--- config.mk ---
export PLATFORM = sky130hd
export DESIGN_NAME = rwm_mode_ctrl
export DESIGN_NICKNAME = d
export VERILOG_FILES = /design/src/hw/rwm_pkg.sv /design/src/hw/rwm_mode_ctrl.sv
export SDC_FILE = /design/constraint.sdc
export NUM_CORES = 1
export LEC_CHECK = 0
export ABC_CLOCK_PERIOD_IN_PS = 4800
export BUFFER_PORTS_ARGS = -buffer_cell sky130_fd_sc_hd__buf_2
export CAP_MARGIN = 25
export CORE_ASPECT_RATIO = 1.75
export CORE_MARGIN = 5
export CORE_UTILIZATION = 35
export DETAILED_ROUTE_END_ITERATION = 8
export PLACE_DENSITY = 0.6
export SLEW_MARGIN = 30
export SYNTH_ARGS = -nofsm -noshare
export SYNTH_HDL_FRONTEND = slang
export SYNTH_SLANG_ARGS = --single-unit
--- constraint.sdc ---
create_clock -name I_CLK -period 4.8 [get_ports I_CLK]
set_clock_uncertainty 0.2 [all_clocks]
set_input_delay 0.96 -clock I_CLK [delete_from_list [all_inputs] [get_ports I_CLK]]
set_output_delay 0.96 -clock I_CLK [all_outputs]
set_load 0.01 [all_outputs]
--- src/hw/rwm_pkg.sv ---
// Constants and types for the run/wait mode controller.
// Assumes a single 125 MHz clock and an active-low asynchronous reset.
// Function
// - Mode-select high at reset release: run mode
// - Start at vector from top bytes
// - Wait instruction enters wait mode
// - CPU clock gated off in wait
// - Interrupt mask cleared on wait entry
// - Interrupt wakes CPU into stacking sequence
// - Wait rejects every command except halt and status commands
// - Status commands in low power return error
// - Halt command in wait enters debug
package rwm_pkg;
   // ***************************************************************
   // Memory map
   // ***************************************************************
   localparam logic [15:0] RWM_VEC_HI_ADDR = 16'hfffe;
   localparam logic [15:0] RWM_VEC_LO_ADDR = 16'hffff;

   // ***************************************************************
   // Debug commands and status
   // ***************************************************************
   localparam logic [7:0] RWM_CMD_HALT      = 8'h90;
   localparam logic [7:0] RWM_CMD_RD_STAT   = 8'he1;
   localparam logic [7:0] RWM_CMD_WR_STAT   = 8'hc1;
   localparam logic [7:0] RWM_STAT_LOWPWR   = 8'hc0;
   localparam logic [7:0] RWM_STAT_OK       = 8'h00;
   localparam logic [1:0] RWM_RESP_ACCEPT   = 2'h0;
   localparam logic [1:0] RWM_RESP_REJECT   = 2'h1;
   localparam logic [1:0] RWM_RESP_ERROR    = 2'h2;

   typedef enum logic [2:0] {
      RWM_ST_RESET  = 3'b000,
      RWM_ST_VEC_HI = 3'b001,
      RWM_ST_VEC_LO = 3'b010,
      RWM_ST_RUN    = 3'b011,
      RWM_ST_WAIT   = 3'b100,
      RWM_ST_WAKE   = 3'b101,
      RWM_ST_DEBUG  = 3'b110
   } rwm_state_type;
endpackage : rwm_pkg

--- src/hw/rwm_mode_ctrl.sv ---
// Run/wait mode controller: boot mode, vector fetch, wait entry/exit, debug gating.
// Assumes a memory that answers reads in the cycle after the request.
`timescale 1ns/1ps
`default_nettype none
module rwm_mode_ctrl
   import rwm_pkg::*;
(
   input  wire logic        I_CLK,
   input  wire logic        I_RST_N,
   input  wire logic        I_MODE_SEL,
   input  wire logic        I_WAIT_EXEC,
   input  wire logic        I_IRQ,
   input  wire logic        I_DBG_CMD_VALID,
   input  wire logic [7:0]  I_DBG_CMD,
   input  wire logic        I_STOP_MODE,
   input  wire logic [7:0]  I_MEM_RDATA,
   output logic             O_MEM_RD,
   output logic [15:0]      O_MEM_ADDR,
   output logic [15:0]      O_PC,
   output logic             O_PC_LOAD,
   output logic             O_CPU_CLK_EN,
   output logic             O_IMASK_CLR,
   output logic             O_STACK_START,
   output logic             O_DEBUG_ACTIVE,
   output logic             O_RUN_MODE,
   output logic             O_IN_WAIT,
   output logic             O_DBG_RESP_VALID,
   output logic [1:0]       O_DBG_RESP,
   output logic [7:0]       O_DBG_STATUS,
   output logic             O_DBG_MEM_GO
);
   // ***************************************************************
   // Mode state machine
   // ***************************************************************
   rwm_state_type state_r, state_nxt;
   logic          booted_r;
   logic [7:0]    vec_hi_r;
   logic          imask_clr_r;
   logic          stack_r;
   logic          low_pwr;
   logic          is_halt, is_stat;

   assign low_pwr = (state_r == RWM_ST_WAIT) || I_STOP_MODE;
   assign is_halt = I_DBG_CMD == RWM_CMD_HALT;
   assign is_stat = (I_DBG_CMD == RWM_CMD_RD_STAT) || (I_DBG_CMD == RWM_CMD_WR_STAT);

   always_comb begin
      state_nxt = state_r;
      unique case (state_r)
         RWM_ST_RESET:  begin
            // Strap caught on the first edge after release
            if (I_MODE_SEL) state_nxt = RWM_ST_VEC_HI;
            else state_nxt = RWM_ST_DEBUG;
         end
         RWM_ST_VEC_HI: state_nxt = RWM_ST_VEC_LO;
         RWM_ST_VEC_LO: state_nxt = RWM_ST_RUN;
         RWM_ST_RUN:    begin
            if (I_WAIT_EXEC) state_nxt = RWM_ST_WAIT;
         end
         RWM_ST_WAIT:   begin
            // Halt has priority over a simultaneous interrupt
            if (I_DBG_CMD_VALID && is_halt) state_nxt = RWM_ST_DEBUG;
            else if (I_IRQ) state_nxt = RWM_ST_WAKE;
         end
         RWM_ST_WAKE:   state_nxt = RWM_ST_RUN;
         RWM_ST_DEBUG:  state_nxt = RWM_ST_DEBUG;
         default:       state_nxt = RWM_ST_RESET;
      endcase
   end

   always_ff @(posedge I_CLK or negedge I_RST_N) begin
      if (!I_RST_N) state_r <= RWM_ST_RESET;
      else state_r <= state_nxt;
   end

   always_ff @(posedge I_CLK or negedge I_RST_N) begin
      if (!I_RST_N) booted_r <= 1'b0;
      else if (state_r == RWM_ST_RESET) booted_r <= I_MODE_SEL;
   end

   // ***************************************************************
   // Reset vector fetch
   // ***************************************************************
   // High byte parked until the low byte lands a cycle later
   always_ff @(posedge I_CLK or negedge I_RST_N) begin
      if (!I_RST_N) vec_hi_r <= 8'h00;
      else if (state_r == RWM_ST_VEC_LO) vec_hi_r <= I_MEM_RDATA;
   end

   // Low byte arrives the cycle after its request, during first RUN cycle
   logic lo_pending_r;
   always_ff @(posedge I_CLK or negedge I_RST_N) begin
      if (!I_RST_N) lo_pending_r <= 1'b0;
      else lo_pending_r <= (state_r == RWM_ST_VEC_LO);
   end

   assign O_MEM_RD   = (state_r == RWM_ST_VEC_HI) || (state_r == RWM_ST_VEC_LO);
   assign O_MEM_ADDR = (state_r == RWM_ST_VEC_LO) ? RWM_VEC_LO_ADDR : RWM_VEC_HI_ADDR;

   logic [15:0] pc_out_r;
   logic        pc_out_ld_r;
   always_ff @(posedge I_CLK or negedge I_RST_N) begin
      if (!I_RST_N) begin
         pc_out_r    <= 16'h0000;
         pc_out_ld_r <= 1'b0;
      end else begin
         pc_out_ld_r <= lo_pending_r;
         if (lo_pending_r) pc_out_r <= {vec_hi_r, I_MEM_RDATA};
      end
   end
   assign O_PC      = pc_out_r;
   assign O_PC_LOAD = pc_out_ld_r;

   // ***************************************************************
   // Wait entry and exit strobes
   // ***************************************************************
   always_ff @(posedge I_CLK or negedge I_RST_N) begin
      if (!I_RST_N) begin
         imask_clr_r <= 1'b0;
         stack_r     <= 1'b0;
      end else begin
         imask_clr_r <= (state_r == RWM_ST_RUN) && I_WAIT_EXEC;
         stack_r     <= (state_r == RWM_ST_WAKE);
      end
   end
   assign O_IMASK_CLR   = imask_clr_r;
   assign O_STACK_START = stack_r;
   // Clock is back in WAKE, one cycle ahead of the stacking strobe
   assign O_CPU_CLK_EN  = (state_r == RWM_ST_RUN) || (state_r == RWM_ST_WAKE);
   assign O_DEBUG_ACTIVE = state_r == RWM_ST_DEBUG;
   assign O_RUN_MODE     = booted_r;
   assign O_IN_WAIT      = state_r == RWM_ST_WAIT;

   // ***************************************************************
   // Debug command filter
   // ***************************************************************
   logic       resp_v_r;
   logic [1:0] resp_r;
   logic [7:0] stat_r;
   logic       go_r;
   always_ff @(posedge I_CLK or negedge I_RST_N) begin
      if (!I_RST_N) begin
         resp_v_r <= 1'b0;
         resp_r   <= RWM_RESP_ACCEPT;
         stat_r   <= RWM_STAT_OK;
         go_r     <= 1'b0;
      end else begin
         resp_v_r <= I_DBG_CMD_VALID;
         go_r     <= 1'b0;
         if (I_DBG_CMD_VALID) begin
            stat_r <= RWM_STAT_OK;
            resp_r <= RWM_RESP_ACCEPT;
            if (low_pwr && is_stat) begin
               resp_r <= RWM_RESP_ERROR;
               stat_r <= RWM_STAT_LOWPWR;
            end else if ((state_r == RWM_ST_WAIT) && !is_halt) begin
               resp_r <= RWM_RESP_REJECT;
            end else begin
               go_r <= !is_halt;
            end
         end
      end
   end
   assign O_DBG_RESP_VALID = resp_v_r;
   assign O_DBG_RESP       = resp_r;
   assign O_DBG_STATUS     = stat_r;
   assign O_DBG_MEM_GO     = go_r;

   // ***************************************************************
   // Checks
   // ***************************************************************
   boot_run_a: assert property (@(posedge I_CLK) disable iff (!I_RST_N)
      (state_r == RWM_ST_RESET && I_MODE_SEL) |=> state_r == RWM_ST_VEC_HI)
      else $error("Mode select high did not start run boot");
   boot_debug_a: assert property (@(posedge I_CLK) disable iff (!I_RST_N)
      (state_r == RWM_ST_RESET && !I_MODE_SEL) |=> O_DEBUG_ACTIVE && !O_RUN_MODE)
      else $error("Mode select low did not halt in debug");
   vec_fetch_a: assert property (@(posedge I_CLK) disable iff (!I_RST_N)
      (state_r == RWM_ST_VEC_HI) |-> O_MEM_ADDR == RWM_VEC_HI_ADDR ##1 O_MEM_ADDR == RWM_VEC_LO_ADDR
      ##2 (O_PC_LOAD && O_PC == {$past(I_MEM_RDATA, 2), $past(I_MEM_RDATA)}))
      else $error("Reset vector not loaded from top bytes");
   wait_entry_a: assert property (@(posedge I_CLK) disable iff (!I_RST_N)
      (state_r == RWM_ST_RUN && I_WAIT_EXEC) |=> O_IN_WAIT && O_IMASK_CLR)
      else $error("Wait instruction did not enter wait");
   clk_gate_a: assert property (@(posedge I_CLK) disable iff (!I_RST_N)
      O_IN_WAIT |-> !O_CPU_CLK_EN)
      else $error("CPU clock running in wait");
   wait_hold_a: assert property (@(posedge I_CLK) disable iff (!I_RST_N)
      (O_IN_WAIT && !I_IRQ && !(I_DBG_CMD_VALID && is_halt)) |=> O_IN_WAIT)
      else $error("Wait left without a wake event");
   mask_entry_a: assert property (@(posedge I_CLK) disable iff (!I_RST_N)
      O_IMASK_CLR |-> O_IN_WAIT)
      else $error("Interrupt mask cleared outside wait entry");
   wake_irq_a: assert property (@(posedge I_CLK) disable iff (!I_RST_N)
      (O_IN_WAIT && I_IRQ && !(I_DBG_CMD_VALID && is_halt)) |=> O_CPU_CLK_EN ##1 O_STACK_START)
      else $error("Interrupt did not wake into stacking");
   wake_run_a: assert property (@(posedge I_CLK) disable iff (!I_RST_N)
      O_STACK_START |-> O_CPU_CLK_EN && !O_IN_WAIT)
      else $error("Stacking started while still waiting");
   clk_first_a: assert property (@(posedge I_CLK) disable iff (!I_RST_N)
      O_STACK_START |-> $past(O_CPU_CLK_EN))
      else $error("Stacking began before clock restored");
   // Every command gets an answer one cycle later, refused or not
   resp_pulse_a: assert property (@(posedge I_CLK) disable iff (!I_RST_N)
      I_DBG_CMD_VALID |=> O_DBG_RESP_VALID)
      else $error("Debug command left unanswered");
   cmd_reject_a: assert property (@(posedge I_CLK) disable iff (!I_RST_N)
      (O_IN_WAIT && I_DBG_CMD_VALID && !is_halt && !is_stat) |=> O_DBG_RESP == RWM_RESP_REJECT && !O_DBG_MEM_GO)
      else $error("Debug command accepted in wait");
   stat_err_a: assert property (@(posedge I_CLK) disable iff (!I_RST_N)
      (low_pwr && I_DBG_CMD_VALID && is_stat) |=> O_DBG_STATUS == RWM_STAT_LOWPWR && !O_DBG_MEM_GO)
      else $error("Status command accessed memory in low power");
   stat_ok_a: assert property (@(posedge I_CLK) disable iff (!I_RST_N)
      (state_r == RWM_ST_RUN && !I_STOP_MODE && I_DBG_CMD_VALID && is_stat)
      |=> O_DBG_RESP == RWM_RESP_ACCEPT && O_DBG_MEM_GO)
      else $error("Status command refused in run");
   halt_debug_a: assert property (@(posedge I_CLK) disable iff (!I_RST_N)
      (O_IN_WAIT && I_DBG_CMD_VALID && is_halt) |=> O_DEBUG_ACTIVE && !O_IN_WAIT)
      else $error("Halt in wait did not enter debug");
   halt_no_go_a: assert property (@(posedge I_CLK) disable iff (!I_RST_N)
      (O_IN_WAIT && I_DBG_CMD_VALID && is_halt) |=> O_DBG_RESP == RWM_RESP_ACCEPT && !O_DBG_MEM_GO)
      else $error("Halt in wait not accepted");
   debug_hold_a: assert property (@(posedge I_CLK) disable iff (!I_RST_N)
      O_DEBUG_ACTIVE |=> O_DEBUG_ACTIVE)
      else $error("Debug state left without reset");
endmodule : rwm_mode_ctrl
`default_nettype wire

* Yosys cells after proc, flatten, opt, wreduce, memory -nomap -nowiden *
Index checks and enable logic that the tools add are counted.

storage, ports and cells
  register bits = 44
  latch bits = 0
  bits in writable memories = 0
  bits in read-only memories = 0
  word-level logic and storage cells = 47
  memories kept = 0

cells by class
  $add $sub $neg = 0
  multipliers = 0
  div/mod/pow operators = 0
  order comparisons = 0
  equality and inequality tests = 11
  shift operators = 0
  muxes and demuxes = 12
  bitwise gates (word level) = 0
  reduce and logical (&&, ||, !) cells = 12

operator list
  operator            count
  $eq 8x8->1 const B  3
  $pmux 3 s6          1
  $mux 3              4
  $eq 3x3->1 const B  3
  $mux 8              1
  $eq 3x2->1 const B  2
  $mux 1              5
  $logic_and 1x1->1   4
  $logic_or 1x1->1    4
  $eq 3x1->1 const B  1
  $logic_not 3->1     1
  $ne 3x2->1 const B  1
  $mux 2              1
  $ne 2x2->1 const B  1
  $reduce_and 2->1    1
  $reduce_or 2->1     1
  $logic_not 1->1     1

* Depth between registers and ports, before layout *
  depth in word-level cells = 6
  depth in mapped cells = 5
  depth with buffers taken out = 4

* Worst setup path after synthesis *
No wires, ideal clock.

  kind = register to output
  from = register state_r[1]
  to = output O_IN_WAIT
  data arrival time = 946 ps
  setup slack = 2694 ps
  cell stages (with the launch flop) = 4
  buffers on the path = 1
  cell sequence = dfrtp_1 -> buf_6 -> or3b_4 -> clkinv_2

on the way
  word-level cells in the longest chain between the ends = 1

RTL lines
  item                      line                  RTL
  start: declaration        rwm_mode_ctrl.sv:35   rwm_state_type state_r, state_nxt;
  start signal: assignment  rwm_mode_ctrl.sv:73   else state_r <= state_nxt;
  $eq 3x3->1                rwm_mode_ctrl.sv:132  assign O_IN_WAIT = state_r == RWM_ST_WAIT;
  end: declaration          rwm_mode_ctrl.sv:26   output logic O_IN_WAIT,

No other way between the ends.

* Final worst setup path *
  from = register state_r[1]
  to = output O_MEM_ADDR[0]

on the way
  word-level cells in the longest chain between the ends = 2

RTL lines
  item              line                 RTL
  $eq 3x2->1        rwm_mode_ctrl.sv:98  assign O_MEM_ADDR = (state_r == RWM_ST_VEC_LO) ? RWM_VEC_LO_ADDR : RWM_VEC_HI_ADDR;
  $mux 1            rwm_mode_ctrl.sv:98
  end: declaration  rwm_mode_ctrl.sv:18  output logic [15:0] O_MEM_ADDR,

No other way between the ends.

==> qor_table.md <==
| Metric | This run | Unit |
|---|---|---|
| Critical path buffer and inverter count | 2 | - |
| Total I/O pin count | 75 | - |
| Buffers from clock root to sink, at most | 2 | - |
| Die Span X | 61.9 | microns |
| Category of cells accounting for the largest share of critical-path delay | flip-flops | - |
| Maximum number of pins on one net before global-route repair | 37 | - |
| Sequential cell area fraction in the yosys report | 0.546 | - |
| Depth of the most critical reg-to-reg path | 4 | - |
| Placeable core region | 0.00462 | sq mm |
| Global-route wire length before repair | 5170 | microns |
| Final critical-path required period | 2690 | ps |
| Remaining antenna violation count after routing | 0 | - |
| Post_cts resized | 0 | - |
| Synth cell types | 31 | - |
| Worst R2R Setup Slack | 3040 | ps |
| Slowest CP cell | dfrtp_1 | - |
| Startpoint of the worst-slack reg-to-reg timing path | state_r[1] | - |
| Total clock buffers created by CTS | 5 | - |
| DRC errors left | 0 | - |
| Commonest non-fill, non-tap cell in the layout | buf_2 | - |
| Combinational cell fraction of total power | 0.367 | - |
| Antenna Diode Count | 0 | - |
| Critical Path Start | state_r[1] | - |
| Internal power component | 806 | uW |
| Source-to-sink clock delay at the later pin of the worst-skew pair | 280 | ps |
| WP data arrival | 1530 | ps |
| Number of max-capacitance violations reported | 0 | - |
| Setup repair after global routing missed its margin | false | - |
| Cell area reported after detailed placement | 0.00184 | sq mm |
| Worst r2r dst | vec_hi_r[4] | - |
| Clock edge transition at the registers on the reported setup and hold paths | 70 | ps |
| Global-route usage over all layers | 0.113 | - |
| Transition time at the pin with the least slew margin | 777 | ps |
| Number of flip-flops and latches in the synthesized netlist | 36 | - |
| Commonest cells after routing, fill and taps aside | 53 x buf_2, 36 x dfrtp_1, 25 x mux2_2, 21 x conb_1, 6 x clkbuf_8 | - |
| Avg Inst Size Synth | 13.0 | sq um |
| Critical path startpoint category | register | - |
| Maximum fanout count along the critical path | 11 | - |
| Library cell used as clock root buffer | clkbuf_8 | - |
| Vias in the first global route | 1150 | - |
| Synthesized cell area | 0.00165 | sq mm |
| Crit Path Category | register to output port | - |
| First DRT Iteration DRCs | 8 | - |
| Number of buffers inserted for hold repair after clock tree synthesis | 0 | - |
| Share of cells above drive strength 1 | 0.497 | - |
| Die Outline Area | 0.00624 | sq mm |
| Starting density of the core | 0.357 | - |
| Cell breakdown of the critical path | nor2b_1 -> nor2b_1 -> buf_4 -> buf_2 | - |
| CTS tree | yes | - |
| Detailed-route via count | 1071 | - |
| Placement row count | 33 | - |
| Sequential share of power | 0.452 | - |
| Number of I/O port buffers | 53 | - |
| Max transition margin | 0.482 | - |
| End point of the critical path | O_MEM_ADDR[0] | - |
| Post-layout power | 1.20 | mW |
| IR drop worst, VDD | 362 | uV |
| Delay of the slowest critical-path stage | 520 | ps |
| Pins Over Slew Limit | 0 | - |
| Setup Viol. Count Final | 0 | - |
| Final worst-path cycle share | 0.560 | - |
| Chip height | 101 | microns |
| Net Sw Frac | 0.326 | - |
| Class of the worst hold path | register to register | - |
| Net count of the finished layout | 201 | - |
| Total net switching power | 390 | uW |
| Cell count after synthesis | 127 | - |
| Num Clock Sinks | 36 | - |
| Critical path's most frequent cell | nor2b_1 | - |
| Fin Setup TNS | 0 | ps |
| Part of the power in the clock network | 0.181 | - |
| Average vias per placed instance | 4.64 | - |
| Maximum clock rate | 372 | MHz |
| Non-Filler Cell Area, Final | 0.00193 | sq mm |
| GRT Residual Overflow | 0 | - |
| Routability-driven placement congestion ratio | 0.714 | - |
| Final-report hold violation count | 0 | - |
| Hold Worst Slack | 298 | ps |
| Number of antenna violations at the first check in global routing | 0 | - |
| Depth of the critical timing path with buffers and inverters included | 4 | - |
| Number of setup buffers added after CTS | 0 | - |
| Routed WL per cell | 13.4 | microns |
| Leakage power summed over all cells | 0.964 | nW |
| Count of yosys warnings during synthesis | 0 | - |
| Aggregate routed wire length | 3100 | microns |
| Number of iterations in the first detailed-routing pass | 4 | - |
| Critical path data required time | 3640 | ps |
| Crit. End Element | output port | - |
| Number of H-tree levels | 2 | - |
| Power density normalized to cell area | 618 | mW/mm^2 |
| Status | completed | - |
| Signed area change from the synthesized netlist to the final layout | 17.3 | % |
| Total half-perimeter wirelength after legalization and detailed placement | 2400 | microns |
stage by stage:
step	utilization	setup slack, ps	instances
after floorplan	-	2690	146
after global placement	0.399	2430	223
final	0.418	2110	231
after detailed placement	0.399	2410	223
after global routing	0.418	2000	231
after CTS	0.418	2080	231
how the worst min path moves through the flow:
| stage | endpoint | startpoint | cells after the start | slack, ps |
|---|---|---|---|---|
| 2_1_floorplan | O_PC_LOAD | lo_pending_r | 0 | 150 |
| 3_3_place_gp | O_PC[12] | vec_hi_r[4] | 1 | 280 |
| 3_5_place_dp | O_PC[12] | vec_hi_r[4] | 1 | 290 |
| 4_1_cts | O_PC[11] | vec_hi_r[3] | 1 | 300 |
| 5_1_grt | O_PC[10] | O_PC[10] | 1 | 320 |
| 6_report | O_PC[12] | vec_hi_r[4] | 1 | 300 |
layout make-up:
type                            instances  area (sq um)
Tap cell                               52          65.1
Multi-Input combinational cell         79           597
Timing Repair Buffer                   54           273
Inverter                                2          8.76
Fill cell                             483          2690
Sequential cell                        36           901
Clock buffer                            8          90.1
sequential cells by signal, summed over array words and instances, names as in the netlist:
| signal | count |
|---|---|
| O_PC_LOAD | 1 |
| O_DBG_MEM_GO | 1 |
| O_DBG_RESP_VALID | 1 |
| O_PC | 16 |
| O_IMASK_CLR | 1 |
| vec_hi_r | 8 |
| O_STACK_START | 1 |
| O_RUN_MODE | 1 |
| state_r | 3 |
| O_DBG_RESP | 1 |
| lo_pending_r | 1 |
| O_DBG_STATUS | 1 |
cells in the mapped netlist:
cell type / n / area [sq um]
and2_1: 1 / 6.26
and3b_1: 1 / 8.76
buf_6: 1 / 11.3
or3b_4: 1 / 11.3
nor2_1: 5 / 18.8
nand2b_1: 1 / 6.26
a21oi_1: 2 / 10.0
nand2_1: 2 / 7.51
dfrtp_1: 36 / 901
nor3_1: 1 / 5.00
o2111ai_1: 1 / 8.76
o2111a_1: 1 / 11.3
inv_1: 1 / 3.75
mux2_2: 25 / 282
nor2b_1: 3 / 18.8
o21a_1: 1 / 7.51
buf_2: 3 / 15.0
a311o_1: 1 / 10.0
and3_1: 1 / 6.26
nor4b_2: 1 / 15.0
conb_1: 2 / 7.51
o31ai_1: 1 / 7.51
a21o_1: 1 / 7.51
o211ai_1: 1 / 7.51
xnor2_1: 1 / 8.76
o21ai_0: 2 / 10.0
nor4b_4: 1 / 23.8
clkinv_2: 1 / 5.00
o21bai_1: 2 / 15.0
nand3_1: 1 / 5.00
buf_4: 25 / 188
metal layers:
metal / global-route usage / vias to the layer above / routed length [microns]
met5: 0 / - / 0
li1: - / 493 / -
met1: 0.119 / 528 / 1070
met4: 0.0621 / 0 / 53
met2: 0.182 / 45 / 1690
met3: 0.0500 / 5 / 290
power groups by stage:
stage	logic [mW]	registers, mW	clock network, mW
2_1_floorplan	0.318	0.539	0
3_3_place_gp	0.446	0.546	0
3_5_place_dp	0.452	0.550	0
4_1_cts	0.453	0.545	0.230
5_1_grt	0.485	0.564	0.244
6_report	0.439	0.541	0.216
cell families after synthesis:
logic type             Yosys count  synth area share
AO/OA/AOI/OAI                   13            0.0577
XOR/XNOR                         1           0.00531
buffers and inverters           31             0.135
flip-flops                      36             0.546
multiplexers                    25             0.171
other                            2           0.00455
AND/OR/NAND/NOR                 19            0.0804
worst reg2reg max path: cells and delay by family (launching register included):
| kind | cells | cell delay [ps] |
|---|---|---|
| buf+inv | 1 | 190 |
| flops | 1 | 520 |
| mux | 1 | 350 |
| simple gates | 2 | 380 |
Note: power is estimated with default switching activity, not from simulation.
